**src/scd_pkg.sv**
```systemverilog
// package for the serial command and configuration decoder
// assumes a single 50 MHz clock domain
package scd_pkg;
    localparam int SCD_CMD_BITS  = 8;
    localparam int SCD_DATA_BITS = 24;
    localparam logic [2:0] SCD_SEL_RESULT  = 3'h0;
    localparam logic [2:0] SCD_SEL_CONFIG  = 3'h1;
    localparam logic [2:0] SCD_SEL_GAIN    = 3'h2;
    localparam logic [2:0] SCD_SEL_DAC     = 3'h3;
    localparam logic [2:0] SCD_SEL_SIGRAT  = 3'h4;
    localparam logic [2:0] SCD_SEL_REFNR   = 3'h5;
    localparam logic [2:0] SCD_SEL_SIGNR   = 3'h6;
    localparam logic [2:0] SCD_SEL_UNUSED  = 3'h7;
    // configuration field positions
    localparam int SCD_CFG_SIGN     = 23;
    localparam int SCD_CFG_MAG_HI   = 22;
    localparam int SCD_CFG_MAG_LO   = 20;
    localparam int SCD_CFG_EXC      = 19;
    localparam int SCD_CFG_RATE_HI  = 18;
    localparam int SCD_CFG_RATE_LO  = 17;
    localparam int SCD_CFG_GAIN_HI  = 15;
    localparam int SCD_CFG_GAIN_LO  = 14;
    localparam int SCD_CFG_POL      = 13;
    localparam int SCD_CFG_SLEEP    = 11;
    localparam int SCD_CFG_CALGO    = 10;
    localparam int SCD_CFG_KIND_HI  = 7;
    localparam int SCD_CFG_KIND_LO  = 4;
    localparam int SCD_CFG_FCLR     = 0;
    // writable configuration bits: excludes dac mirror and reserved bits
    localparam logic [23:0] SCD_CFG_WMASK = 24'h0EECF1;
    // reset values
    localparam logic [23:0] SCD_CFG_RESET  = 24'h000000;
    localparam logic [23:0] SCD_GAIN_RESET = 24'h800000;
    localparam logic [23:0] SCD_ZERO_RESET = 24'h000000;
    // calibration kinds
    localparam logic [3:0] SCD_CAL_NONE   = 4'h0;
    localparam logic [3:0] SCD_CAL_REFNR  = 4'h8;
    localparam logic [3:0] SCD_CAL_SIGNR  = 4'h4;
    localparam logic [3:0] SCD_CAL_SIGRAT = 4'h2;
    localparam logic [3:0] SCD_CAL_GAIN   = 4'h1;
    localparam logic [3:0] SCD_CAL_BOTHNR = 4'hC;
    // excitation divide ratios of the master clock
    localparam int SCD_DIV_RATE1 = 8192;
    localparam int SCD_DIV_RATE2 = 16384;
    localparam int SCD_DIV_RATE3 = 4096;
    // cycles from command decode to read word presented
    localparam int SCD_READ_PREP_CYC = 4;
    // shortened default calibration time in master clock cycles
    localparam int SCD_CAL_CYC = 573440;
    localparam int SCD_CAL_RAT_CYC = 2211840;
    typedef enum logic [1:0] {
        SCD_ST_CMD   = 2'b00,
        SCD_ST_PREP  = 2'b01,
        SCD_ST_DATA  = 2'b10,
        SCD_ST_CAL   = 2'b11
    } scd_state_t;
endpackage

```
**src/scd_sync.sv**
```systemverilog
// two flip-flop synchroniser for one pin level
// assumes the pin is asynchronous to clock
`timescale 1ns/1ns
`default_nettype none
module scd_sync (
    input  wire logic clock,
    input  wire logic rst,
    input  wire logic pin_in,
    output var  logic level_out
);
    logic stage1;
    always_ff @(posedge clock or posedge rst) begin
        if (rst) begin
            stage1    <= 1'b0;
            level_out <= 1'b0;
        end else begin
            stage1    <= pin_in;
            level_out <= stage1;
        end
    end
endmodule
`default_nettype wire

```
**src/scd_decoder.sv**
```systemverilog
// serial command interpreter and configuration register
// assumes host drives port pins asynchronously; rst is the reset pin
// Behaviour
// - select field picks target register
// - direction bit: zero write, one read
// - after reset, first eight bits are command
// - valid command starts 24-bit data phase
// - write data may follow command immediately
// - read waits for result_ready_n low
// - chip select high ends result read early
// - configuration write is decoded and executed
// - offset sign and magnitude fields
// - offset dac bits mirror dac register
// - excitation source chooses internal or external drive
// - excitation rate chooses dc or divided clock
// - calibrate_go starts selected calibration
// - calibration_kind codes select calibration
// - filter_clear resets digital filter
// - reset clears config, inits calibration, command mode
// - calibrate_go set reruns calibration per write
// - result_ready_n high during calibration, then low
`timescale 1ns/1ns
`default_nettype none
module scd_decoder
    import scd_pkg::*;
#(
    parameter int CAL_CYC     = scd_pkg::SCD_CAL_CYC,
    parameter int CAL_RAT_CYC = scd_pkg::SCD_CAL_RAT_CYC,
    parameter int DIV_RATE1   = scd_pkg::SCD_DIV_RATE1,
    parameter int DIV_RATE2   = scd_pkg::SCD_DIV_RATE2,
    parameter int DIV_RATE3   = scd_pkg::SCD_DIV_RATE3
) (
    input  wire logic        clock,
    input  wire logic        rst,
    input  wire logic        port_select_n,
    input  wire logic        shift_clock,
    input  wire logic        serial_in,
    output var  logic        serial_out,
    output var  logic        serial_out_en,
    output var  logic        result_ready_n,
    input  wire logic        bridge_drive_a_in,
    output var  logic        bridge_drive_a_out,
    output var  logic        bridge_drive_a_en,
    output var  logic        bridge_drive_b,
    input  wire logic [23:0] result_word,
    input  wire logic        result_valid,
    output var  logic [3:0]  pga_gain,
    output var  logic        unipolar,
    output var  logic        sleep_mode,
    output var  logic        filter_clear,
    output var  logic        demod_phase,
    output var  logic [3:0]  cal_active_kind,
    output var  logic [2:0]  offset_magnitude,
    output var  logic        offset_sign
);
    import scd_pkg::*;

    // counters are 22 and 14 bits wide
    if (CAL_CYC < 1 || CAL_CYC > 4194304 || CAL_RAT_CYC < 1 ||
        CAL_RAT_CYC > 4194304 || DIV_RATE1 < 2 || DIV_RATE1 > 32768 ||
        DIV_RATE2 < 2 || DIV_RATE2 > 32768 || DIV_RATE3 < 2 ||
        DIV_RATE3 > 32768) begin : g_bad_param
        $error("scd_decoder: bad parameter");
    end

    // pin synchronisers
    logic cs_n_s;
    logic sclk_s;
    logic sdi_s;
    logic bxa_s;
    scd_sync u_sync_cs (.clock(clock), .rst(rst), .pin_in(port_select_n),
                        .level_out(cs_n_s));
    scd_sync u_sync_sck (.clock(clock), .rst(rst), .pin_in(shift_clock),
                         .level_out(sclk_s));
    scd_sync u_sync_sdi (.clock(clock), .rst(rst), .pin_in(serial_in),
                         .level_out(sdi_s));
    scd_sync u_sync_bxa (.clock(clock), .rst(rst),
                         .pin_in(bridge_drive_a_in), .level_out(bxa_s));

    logic sclk_d;
    wire  sclk_fall = ~sclk_s & sclk_d & ~cs_n_s;

    scd_state_t  state;
    logic [7:0]  serial_command_word;
    logic [4:0]  bit_count;
    logic [23:0] shift_reg;
    logic [23:0] operating_setup_word;
    logic [23:0] gain_reg;
    logic [23:0] dac_reg;
    logic [23:0] sig_rat_reg;
    logic [23:0] ref_nr_reg;
    logic [23:0] sig_nr_reg;
    logic [21:0] wait_count;
    logic        result_fresh;

    // command field decode
    wire [2:0] cmd_sel   = serial_command_word[6:4];
    wire       cmd_read  = serial_command_word[3];
    wire       cmd_ok    = serial_command_word[7] &
                           (serial_command_word[2:0] == 3'h0);
    wire       sel_result = (cmd_sel == SCD_SEL_RESULT);

    wire [7:0] next_cmd  = {serial_command_word[6:0], sdi_s};
    wire       cmd_done  = (state == SCD_ST_CMD) && sclk_fall &&
                           (bit_count == 5'(SCD_CMD_BITS - 1));
    wire       data_last = (state == SCD_ST_DATA) && sclk_fall &&
                           (bit_count == 5'(SCD_DATA_BITS - 1));
    wire       wr_done   = data_last && !cmd_read && cmd_ok;

    // incoming write word with dac mirror kept and reserved bits cleared
    wire [23:0] wdata     = {shift_reg[22:0], sdi_s};
    wire [23:0] cfg_write = (wdata & SCD_CFG_WMASK) |
                            {dac_reg[3:0], 20'h00000};
    wire        cal_go_new = cfg_write[SCD_CFG_CALGO];
    wire        cal_go_cur = operating_setup_word[SCD_CFG_CALGO];
    // a completed write with the go bit set runs calibration
    wire        cal_start = wr_done &&
                    ((cmd_sel == SCD_SEL_CONFIG) ? cal_go_new
                                                 : cal_go_cur);
    wire [3:0]  cal_kind_sel = (cmd_sel == SCD_SEL_CONFIG) ?
                    cfg_write[SCD_CFG_KIND_HI:SCD_CFG_KIND_LO] :
                    operating_setup_word[SCD_CFG_KIND_HI:SCD_CFG_KIND_LO];
    wire        cal_is_rat = (cal_active_kind == SCD_CAL_SIGRAT);
    wire [21:0] cal_len = cal_is_rat ? 22'(CAL_RAT_CYC - 1)
                                     : 22'(CAL_CYC - 1);

    // register read selection
    logic [23:0] read_word;
    always_comb begin
        case (cmd_sel)
            SCD_SEL_RESULT: read_word = result_word;
            SCD_SEL_CONFIG: read_word = operating_setup_word;
            SCD_SEL_GAIN:   read_word = gain_reg;
            SCD_SEL_DAC:    read_word = dac_reg;
            SCD_SEL_SIGRAT: read_word = sig_rat_reg;
            SCD_SEL_REFNR:  read_word = ref_nr_reg;
            SCD_SEL_SIGNR:  read_word = sig_nr_reg;
            default:        read_word = 24'h000000;
        endcase
    end

    always_ff @(posedge clock or posedge rst) begin
        if (rst) begin
            sclk_d <= 1'b0;
        end else begin
            sclk_d <= sclk_s;
        end
    end

    // interpreter state machine
    always_ff @(posedge clock or posedge rst) begin
        if (rst) begin
            state               <= SCD_ST_CMD;
            serial_command_word <= 8'h00;
            bit_count           <= 5'h00;
            shift_reg           <= 24'h000000;
            wait_count          <= 22'h000000;
            result_ready_n      <= 1'b1;
            cal_active_kind     <= SCD_CAL_NONE;
        end else begin
            case (state)
                SCD_ST_CMD: begin
                    if (sclk_fall) begin
                        serial_command_word <= next_cmd;
                        bit_count <= bit_count + 5'h01;
                    end
                    if (cmd_done) begin
                        bit_count <= 5'h00;
                        if (next_cmd[3]) begin
                            state      <= SCD_ST_PREP;
                            result_ready_n <= 1'b1;
                            wait_count <= 22'(SCD_READ_PREP_CYC - 1);
                        end else begin
                            state <= SCD_ST_DATA;
                        end
                    end
                end
                SCD_ST_PREP: begin
                    if (wait_count != 22'h000000) begin
                        wait_count <= wait_count - 22'h000001;
                    end else if (!sel_result || result_fresh) begin
                        shift_reg      <= read_word;
                        result_ready_n <= 1'b0;
                        state          <= SCD_ST_DATA;
                    end
                end
                SCD_ST_DATA: begin
                    if (sclk_fall) begin
                        bit_count <= bit_count + 5'h01;
                        if (!cmd_read) begin
                            shift_reg <= {shift_reg[22:0], sdi_s};
                        end else begin
                            shift_reg <= {shift_reg[22:0], 1'b0};
                        end
                    end
                    if (cmd_read && sel_result && cs_n_s) begin
                        state          <= SCD_ST_CMD;
                        bit_count      <= 5'h00;
                        result_ready_n <= 1'b1;
                    end else if (data_last) begin
                        bit_count      <= 5'h00;
                        result_ready_n <= 1'b1;
                        if (cal_start) begin
                            state           <= SCD_ST_CAL;
                            cal_active_kind <= cal_kind_sel;
                            wait_count      <= cal_kind_sel ==
                                SCD_CAL_SIGRAT ? 22'(CAL_RAT_CYC - 1)
                                               : 22'(CAL_CYC - 1);
                        end else begin
                            state <= SCD_ST_CMD;
                        end
                    end
                end
                SCD_ST_CAL: begin
                    result_ready_n <= 1'b1;
                    if (wait_count > cal_len) begin
                        wait_count <= cal_len;
                    end else if (wait_count != 22'h000000) begin
                        wait_count <= wait_count - 22'h000001;
                    end else begin
                        result_ready_n  <= 1'b0;
                        cal_active_kind <= SCD_CAL_NONE;
                        state           <= SCD_ST_CMD;
                    end
                end
                default: state <= SCD_ST_CMD;
            endcase
        end
    end

    // register writes; calibration results come from outside this block
    wire        wr_now = wr_done;
    always_ff @(posedge clock or posedge rst) begin
        if (rst) begin
            operating_setup_word <= SCD_CFG_RESET;
            gain_reg    <= SCD_GAIN_RESET;
            dac_reg     <= SCD_ZERO_RESET;
            sig_rat_reg <= SCD_ZERO_RESET;
            ref_nr_reg  <= SCD_ZERO_RESET;
            sig_nr_reg  <= SCD_ZERO_RESET;
        end else if (wr_now) begin
            case (cmd_sel)
                SCD_SEL_CONFIG:
                    operating_setup_word <= cfg_write;
                SCD_SEL_GAIN:   gain_reg    <= wdata;
                SCD_SEL_DAC: begin
                    dac_reg <= wdata;
                    operating_setup_word[23:20] <= wdata[3:0];
                end
                SCD_SEL_SIGRAT: sig_rat_reg <= wdata;
                SCD_SEL_REFNR:  ref_nr_reg  <= wdata;
                SCD_SEL_SIGNR:  sig_nr_reg  <= wdata;
                default: ;
            endcase
        end
    end

    // result freshness: set by result_valid, cleared when a result read loads the read word
    always_ff @(posedge clock or posedge rst) begin
        if (rst) begin
            result_fresh <= 1'b0;
        end else if (result_valid) begin
            result_fresh <= 1'b1;
        end else if (state == SCD_ST_PREP && sel_result &&
                     wait_count == 22'h000000) begin
            result_fresh <= 1'b0;
        end
    end

    // serial output, driven while selected in a read data phase
    always_ff @(posedge clock or posedge rst) begin
        if (rst) begin
            serial_out    <= 1'b0;
            serial_out_en <= 1'b0;
        end else begin
            serial_out    <= shift_reg[23];
            serial_out_en <= (state == SCD_ST_DATA) && cmd_read && !cs_n_s;
        end
    end

    // configuration decode
    wire [1:0] rate = operating_setup_word[SCD_CFG_RATE_HI:SCD_CFG_RATE_LO];
    wire       ext_exc = operating_setup_word[SCD_CFG_EXC];
    logic [13:0] exc_div;
    wire [13:0] exc_half = (rate == 2'h1) ? 14'(DIV_RATE1 / 2 - 1) :
                           (rate == 2'h2) ? 14'(DIV_RATE2 / 2 - 1) :
                                            14'(DIV_RATE3 / 2 - 1);
    logic exc_phase;
    always_ff @(posedge clock or posedge rst) begin
        if (rst) begin
            exc_div   <= 14'h0000;
            exc_phase <= 1'b0;
        end else if (rate == 2'h0) begin
            exc_div   <= 14'h0000;
            exc_phase <= 1'b0;
        end else if (exc_div >= exc_half) begin
            exc_div   <= 14'h0000;
            exc_phase <= ~exc_phase;
        end else begin
            exc_div <= exc_div + 14'h0001;
        end
    end

    always_ff @(posedge clock or posedge rst) begin
        if (rst) begin
            bridge_drive_a_out <= 1'b0;
            bridge_drive_a_en  <= 1'b1;
            bridge_drive_b     <= 1'b1;
            demod_phase        <= 1'b0;
            pga_gain           <= 4'h1;
            unipolar           <= 1'b0;
            sleep_mode         <= 1'b0;
            filter_clear       <= 1'b0;
            offset_magnitude   <= 3'h0;
            offset_sign        <= 1'b0;
        end else begin
            if (ext_exc) begin
                bridge_drive_a_out <= 1'b0;
                bridge_drive_a_en  <= 1'b0;
                bridge_drive_b     <= ~bxa_s;
                demod_phase        <= bxa_s;
            end else begin
                bridge_drive_a_en  <= 1'b1;
                bridge_drive_a_out <= (rate == 2'h0) ? 1'b0 : exc_phase;
                bridge_drive_b     <= (rate == 2'h0) ? 1'b1 : ~exc_phase;
                demod_phase        <= exc_phase;
            end
            case (operating_setup_word[SCD_CFG_GAIN_HI:SCD_CFG_GAIN_LO])
                2'h0:    pga_gain <= 4'h1;
                2'h2:    pga_gain <= 4'h2;
                2'h1:    pga_gain <= 4'h4;
                default: pga_gain <= 4'h8;
            endcase
            unipolar     <= operating_setup_word[SCD_CFG_POL];
            sleep_mode   <= operating_setup_word[SCD_CFG_SLEEP];
            filter_clear <= operating_setup_word[SCD_CFG_FCLR];
            offset_sign  <= operating_setup_word[SCD_CFG_SIGN];
            offset_magnitude <=
                operating_setup_word[SCD_CFG_MAG_HI:SCD_CFG_MAG_LO];
        end
    end
endmodule
`default_nettype wire

```
**config.mk**
```make
export PLATFORM = sky130hd
export DESIGN_NAME = scd_decoder
export DESIGN_NICKNAME = d
export VERILOG_FILES = /design/src/scd_pkg.sv /design/src/scd_sync.sv /design/src/scd_decoder.sv
export SDC_FILE = /design/constraint.sdc
export NUM_CORES = 1
export LEC_CHECK = 0
export BUFFER_PORTS_ARGS = -buffer_cell sky130_fd_sc_hd__buf_2
export CAP_MARGIN = 20
export CORE_ASPECT_RATIO = 0.7
export CORE_MARGIN = 2
export CORE_UTILIZATION = 50
export CTS_CLUSTER_SIZE = 10
export DETAILED_ROUTE_END_ITERATION = 6
export PLACE_DENSITY = 0.67
export RECOVER_POWER = 100
export SETUP_SLACK_MARGIN = 0.4
export SYNTH_ARGS = -nofsm -noshare
export SYNTH_HDL_FRONTEND = slang
export SYNTH_SLANG_ARGS = --single-unit
```
**constraint.sdc**
```tcl
create_clock -name clock -period 9.7 [get_ports clock]
set_clock_uncertainty 0.05 [all_clocks]
set_input_delay 0.97 -clock clock [delete_from_list [all_inputs] [get_ports clock]]
set_output_delay 0.97 -clock clock [all_outputs]
set_load 0.1 [all_outputs]
```
# == Word level (Yosys, flattened, before mapping) ==
# Index checks and enable logic that the tools add are counted.
# op_classes
n_eq_ne,28
mul,0
magnitude_cmp,2
n_mux,64
addsub,3
shift,0
div_mod_pow,0
n_bitwise,8
n_reduce_logical,43
# ops
op,n
$mux 22,9
$pmux 24 s7,1
$pmux 22 s4,1
$mux 24,3
$pmux 24 s2,1
$mux 14,2
$mux 13,2
$mux 4,6
$or 20x24->24,1
$gt 22x22->1,1
$logic_not 22->1,1
$reduce_bool 22->1,1
$sub 22x1->22 const B,1
$mux 1,20
$mux 5,4
$ne 2x2->1 const B,10
$mux 2,9
$pmux 4 s2,2
$reduce_and 2->1,8
$add 14x1->14 const B,1
$ge 14x13->1,1
$logic_and 1x1->1,13
$pmux 4 s3,1
$reduce_and 6->1,2
22 further kinds,47
# word_totals
inputBits,31
register_bits,252
romBits,0
latchBits,0
ramBits,0
memories,0
word_cells,186

# == Depth between registers and ports, before layout ==
# logic_depth
depth_word,12
mapped_depth,10

# == Modules after synthesis ==
# From an unflattened synthesis, not the netlist that was laid out.
# unflattened
hier_cells,1006
area_unflattened_um2,11669.9
# by_module_without_submodules
mod,area_each_um2,cells_per_inst,n_inst
scd_decoder,11454.7,994,1
scd_sync,53.8,3,4

# == Worst setup path after synthesis ==
# OpenSTA, ideal clock, no wires.
# synth_path
path_kind,register to register
start,register cal_active_kind[1]
end,register wait_count[17]
stages_incl_launch_ff,10
t_required_ps,9568
slack_ps,6395
arrival_time_ps,3173
period_less_slack_ps,3305
path_cell_list,dfrtp_1 > nor4b_2 > inv_1 > ha_1 > a311o_1 > a31oi_1 > o22ai_2 > a21oi_1 > o21ai_0 > a31oi_1
# synth_via
elab_chain_len,5
# synth_lines
item,line,source
"start, declared",scd_decoder.sv:52,"output var logic [3:0] cal_active_kind,"
"start signal, assigned",scd_decoder.sv:205,cal_active_kind <= cal_kind_sel;
$eq 4x2->1,scd_decoder.sv:123,wire cal_is_rat = (cal_active_kind == SCD_CAL_SIGRAT);
$mux 22,scd_decoder.sv:124,wire [21:0] cal_len = cal_is_rat ? 22'(CAL_RAT_CYC - 1)
$gt 22x22->1,scd_decoder.sv:216,if (wait_count > cal_len) begin
$mux 22,scd_decoder.sv:216,
$pmux 22 s4,scd_decoder.sv:161,case (state)
"end signal, assigned",scd_decoder.sv:172,wait_count <= 22'(SCD_READ_PREP_CYC - 1);
"end signal, assigned",scd_decoder.sv:217,wait_count <= cal_len;
"end signal, assigned",scd_decoder.sv:219,wait_count <= wait_count - 22'h000001;
"end, declared",scd_decoder.sv:93,logic [21:0] wait_count;
# Every way passes these cells.
# A chain may end at the register's enable or synchronous reset.

# == Worst setup path after layout ==
# layout_path
start,register serial_command_word[5]
end,register shift_reg[14]
# layout_via
elab_chain_len,5
elab_cells_between_ends,15
classes_between,eq/ne: 7; mux: 4; reduce/logical: 4
# layout_lines
item,line,source
"start, declared",scd_decoder.sv:84,logic [7:0] serial_command_word;
"start signal, assigned",scd_decoder.sv:164,serial_command_word <= next_cmd;
$eq 3x3->1 (tied with other cells),scd_decoder.sv:130,case (cmd_sel)
$pmux 24 s7 / $logic_not 1->1 (equally long branches),"scd_decoder.sv:130, scd_decoder.sv:181",
$mux 24 / $logic_or 1x1->1 (equally long branches),scd_decoder.sv:181,end else if (!sel_result || result_fresh) begin
$mux 24 / $ne 2x2->1 (equally long branches),--,
$pmux 24 s2 / $reduce_and 4->1 (equally long branches),--,
"end signal, assigned",scd_decoder.sv:182,shift_reg <= read_word;
"end signal, assigned",scd_decoder.sv:191,"shift_reg <= {shift_reg[22:0], sdi_s};"
"end signal, assigned",scd_decoder.sv:193,"shift_reg <= {shift_reg[22:0], 1'b0};"
"end, declared",scd_decoder.sv:86,logic [23:0] shift_reg;
# Several ways; a longest one is shown, not always the timed one. The select of a mux whose other input is x is not followed.

==> results.json <==
{
  "status": "finished with violations",
  "violations": "max-capacitance violations, max-slew violations",
  "hpwlAfterDp_um": 16700,
  "grt_util_all_layers_pct": 22.0,
  "multi_input_area_um2": 5070,
  "grt_pass1_vias": 7847,
  "synthCells": 1002,
  "min_period_ns": 6.17,
  "antenna_found_initial": 0,
  "grt_max_degree": 86,
  "crit_top_cell": "clkbuf_1",
  "cp.required_ns": 9.93,
  "synth_edf_count": 0,
  "antenna_cells": 0,
  "slew_violations": 245,
  "ys_dominant_reg_cell": "dfrtp_1",
  "grt_busiest_layer": "met1",
  "synth_area_um2": 11700,
  "synth.area.mux_share_pct": 18.7,
  "crit_buf_inv": 3,
  "area_growth_pct": 10.1,
  "relSlewSlack_pct": -149,
  "hold_violations": 0,
  "gp_congestion": 0.800,
  "routed_wl_um": 27000,
  "drt_iter0_drc": 650,
  "cp_cell_sequence": "clkbuf_1 -> inv_1 -> nand2_1 -> o211ai_1 -> o21ai_4 -> clkbuf_1 -> a31oi_1",
  "cpLargestDelayFamily": "buffers and inverters",
  "synth-compound-area-share_pct": 11.5,
  "cts_buffer_depth": 3,
  "synthXorXnorAreaFrac_pct": 1.88,
  "cts_post_setup_buffers_inserted": 0,
  "grtUsageMet3_pct": 3.54,
  "end_kind": "flip-flop",
  "cts-root-buf": "clkbuf_16",
  "cp_max_fo": 48,
  "cp_slowest_stage_delay_ns": 1.65,
  "p_leak_nw": 5.79,
  "dieHeight_um": 132,
  "worst_slew_pin_slew_ns": 3.72,
  "worst-setup-path-type": "reg -> reg",
  "synth-async-reset-ratio_pct": 100,
  "vias_per_cell": 5.92,
  "pin_count": 53,
  "ctsHoldBuffers": 0,
  "postCtsResizedCells": 0,
  "coreArea_um2": 22800,
  "grt_pass1_wl_um": 43900,
  "ir_drop_mv": 0.176,
  "cp.arrival_ns": 6.40,
  "wl_per_cell_um": 19.8,
  "via_count": 8065,
  "maxCapViolations": 6,
  "yosys_warnings": 0,
  "final-setup-viol-count": 0,
  "seq_area_um2": 6140,
  "synthAdderAreaFrac_pct": 1.07,
  "powerDensity_nw_per_um2": 244,
  "use_met1_pct": 34.5,
  "portBuffers": 52,
  "globalRouteOverflowTotal": 0,
  "clk_latency_ns": 0.54,
  "drive_above_1_share_pct": 24.0,
  "fill_cells": 1993,
  "synth_top_family_by_area": "multiplexers",
  "synth_cell_types": 70,
  "synth_nets": 1043,
  "hold_class": "reg -> reg",
  "h-tree-depth": 1,
  "hold-worst-slack_ns": 0.296,
  "drc": 0,
  "finalSetupTns_ns": 0,
  "crit_path_start_kind": "flip-flop",
  "synth_seq_cells": 245,
  "use_met2_pct": 32.3,
  "dieWidth_um": 186,
  "fin_crit_sh_pct": 63.6,
  "start_util_pct": 51.1,
  "synth-simple-area-share_pct": 10.8,
  "final_nets": 1070,
  "ant_nets": 0,
  "fmax_mhz": 162,
  "cts_sinks": 245,
  "cts_tree": "built",
  "drt_first_pass_iters": 5,
  "fp.dieArea_um2": 24600,
  "yosysSeqAreaShare_pct": 52.7,
  "syn_area_per_cell_um2": 11.6,
  "rsz0062_at_grt": "false",
  "cts_buffers": 28,
  "clkTransAtPathRegs_ns": 0.06,
  "fp-row-count": 46,
  "slowest_stage": "clkbuf_1"
}
==> area by class of cell <==
cell class | count | area share, %
Sequential cell | 245 | 47.8
Inverter | 18 | 0.536
Tap cell | 312 | 3.04
Clock buffer | 52 | 6.41
Multi-Input combinational cell | 670 | 39.5
Timing Repair Buffer | 66 | 2.63
==> power by group <==
| part | leakage (nW) | total (W) | switching (W) | internal [W] |
|---|---|---|---|---|
| Sequential | 3.24 | 0.00135 | 0.000224 | 0.00113 |
| Combinational | 2.16 | 0.000824 | 0.000513 | 0.000311 |
| Clock | 0.391 | 0.000956 | 0.000394 | 0.000563 |
==> final timing paths <==
kind,startpoint,to,slack [ns],depth (start not counted)
max in group asynchronous,rst,serial_command_word[6],5.85,3
max reg2reg,serial_command_word[5],shift_reg[14],3.53,7
min reg2reg,u_sync_cs.stage1,u_sync_cs.level_out,0.30,0
min,u_sync_cs.stage1,u_sync_cs.level_out,0.30,0
min in group asynchronous,rst,wait_count[1],1.49,2
max,serial_command_word[5],shift_reg[14],3.53,7
==> cell usage after synthesis, drive strengths merged, types with 3 or more instances <==
library cell  count  share of area, %
dfrtp           240                52
mux2            152                15
nor2             90               3.0
nand2            60               2.0
a21oi            47               2.0
buf              40               2.0
o21ai            37               1.6
a22oi            35               2.3
clkbuf           29              0.93
mux2i            26               2.2
o211ai           19               1.2
inv              17              0.55
a31oi            15              0.81
nor3             15              0.69
o22ai            14              0.81
xor2             13              0.98
nand3            12              0.73
xnor2            12              0.90
and3             11              0.59
ha               10               1.1
nand4            10              0.59
mux4              9               1.7
nor2b             8              0.43
and2              7              0.38
nor4              7              0.56
or3               6              0.36
a221oi            5              0.38
dfstp             5               1.1
nor4b             5              0.54
a211oi            4              0.30
a221o             4              0.34
a22o              4              0.30
o2bb2ai           4              0.30
a2bb2oi           3              0.23
or2               3              0.16
==> cell families after synthesis <==
family / count (synthesis)
compound gates: 204
xor+xnor: 25
fa+ha+maj: 10
buf+inv: 87
flops: 245
mux: 187
simple gates: 244
==> per-stage QoR <==
| step | worst slack, ns | cells | utilization [%] | area, um^2 | power (W) |
|---|---|---|---|---|---|
| 4_1_cts | 6.16 | 1360 | 56.6 | 12900 | 0.00315 |
| 2_1_floorplan | 1.96 | 1002 | - | 11700 | 0.00195 |
| 3_5_place_dp | 6.16 | 1308 | 53.0 | 12100 | 0.00218 |
| 5_1_grt | 3.12 | 1363 | 56.3 | 12800 | 0.00330 |
| 3_3_place_gp | 6.21 | 1308 | 53.0 | 12100 | 0.00216 |
| 6_report | 3.53 | 1363 | 56.3 | 12800 | 0.00313 |
==> layer usage <==
layer	wire [um]	vias to the layer above
met3	1670	29
met5	0	-
met2	11700	250
met1	13300	4088
met4	387	0
li1	-	3698
==> layout by cell type (no fill, tap or decap), types with 26 or more instances in the layout <==
master	count
a22oi_1	35
nand2_1	60
clkbuf_16	29
mux2_2	152
nor2_1	89
mux2i_1	26
buf_2	29
a21oi_1	46
o21ai_0	35
clkbuf_1	50
dfrtp_1	238
Note: power is estimated with default switching activity, not from simulation.
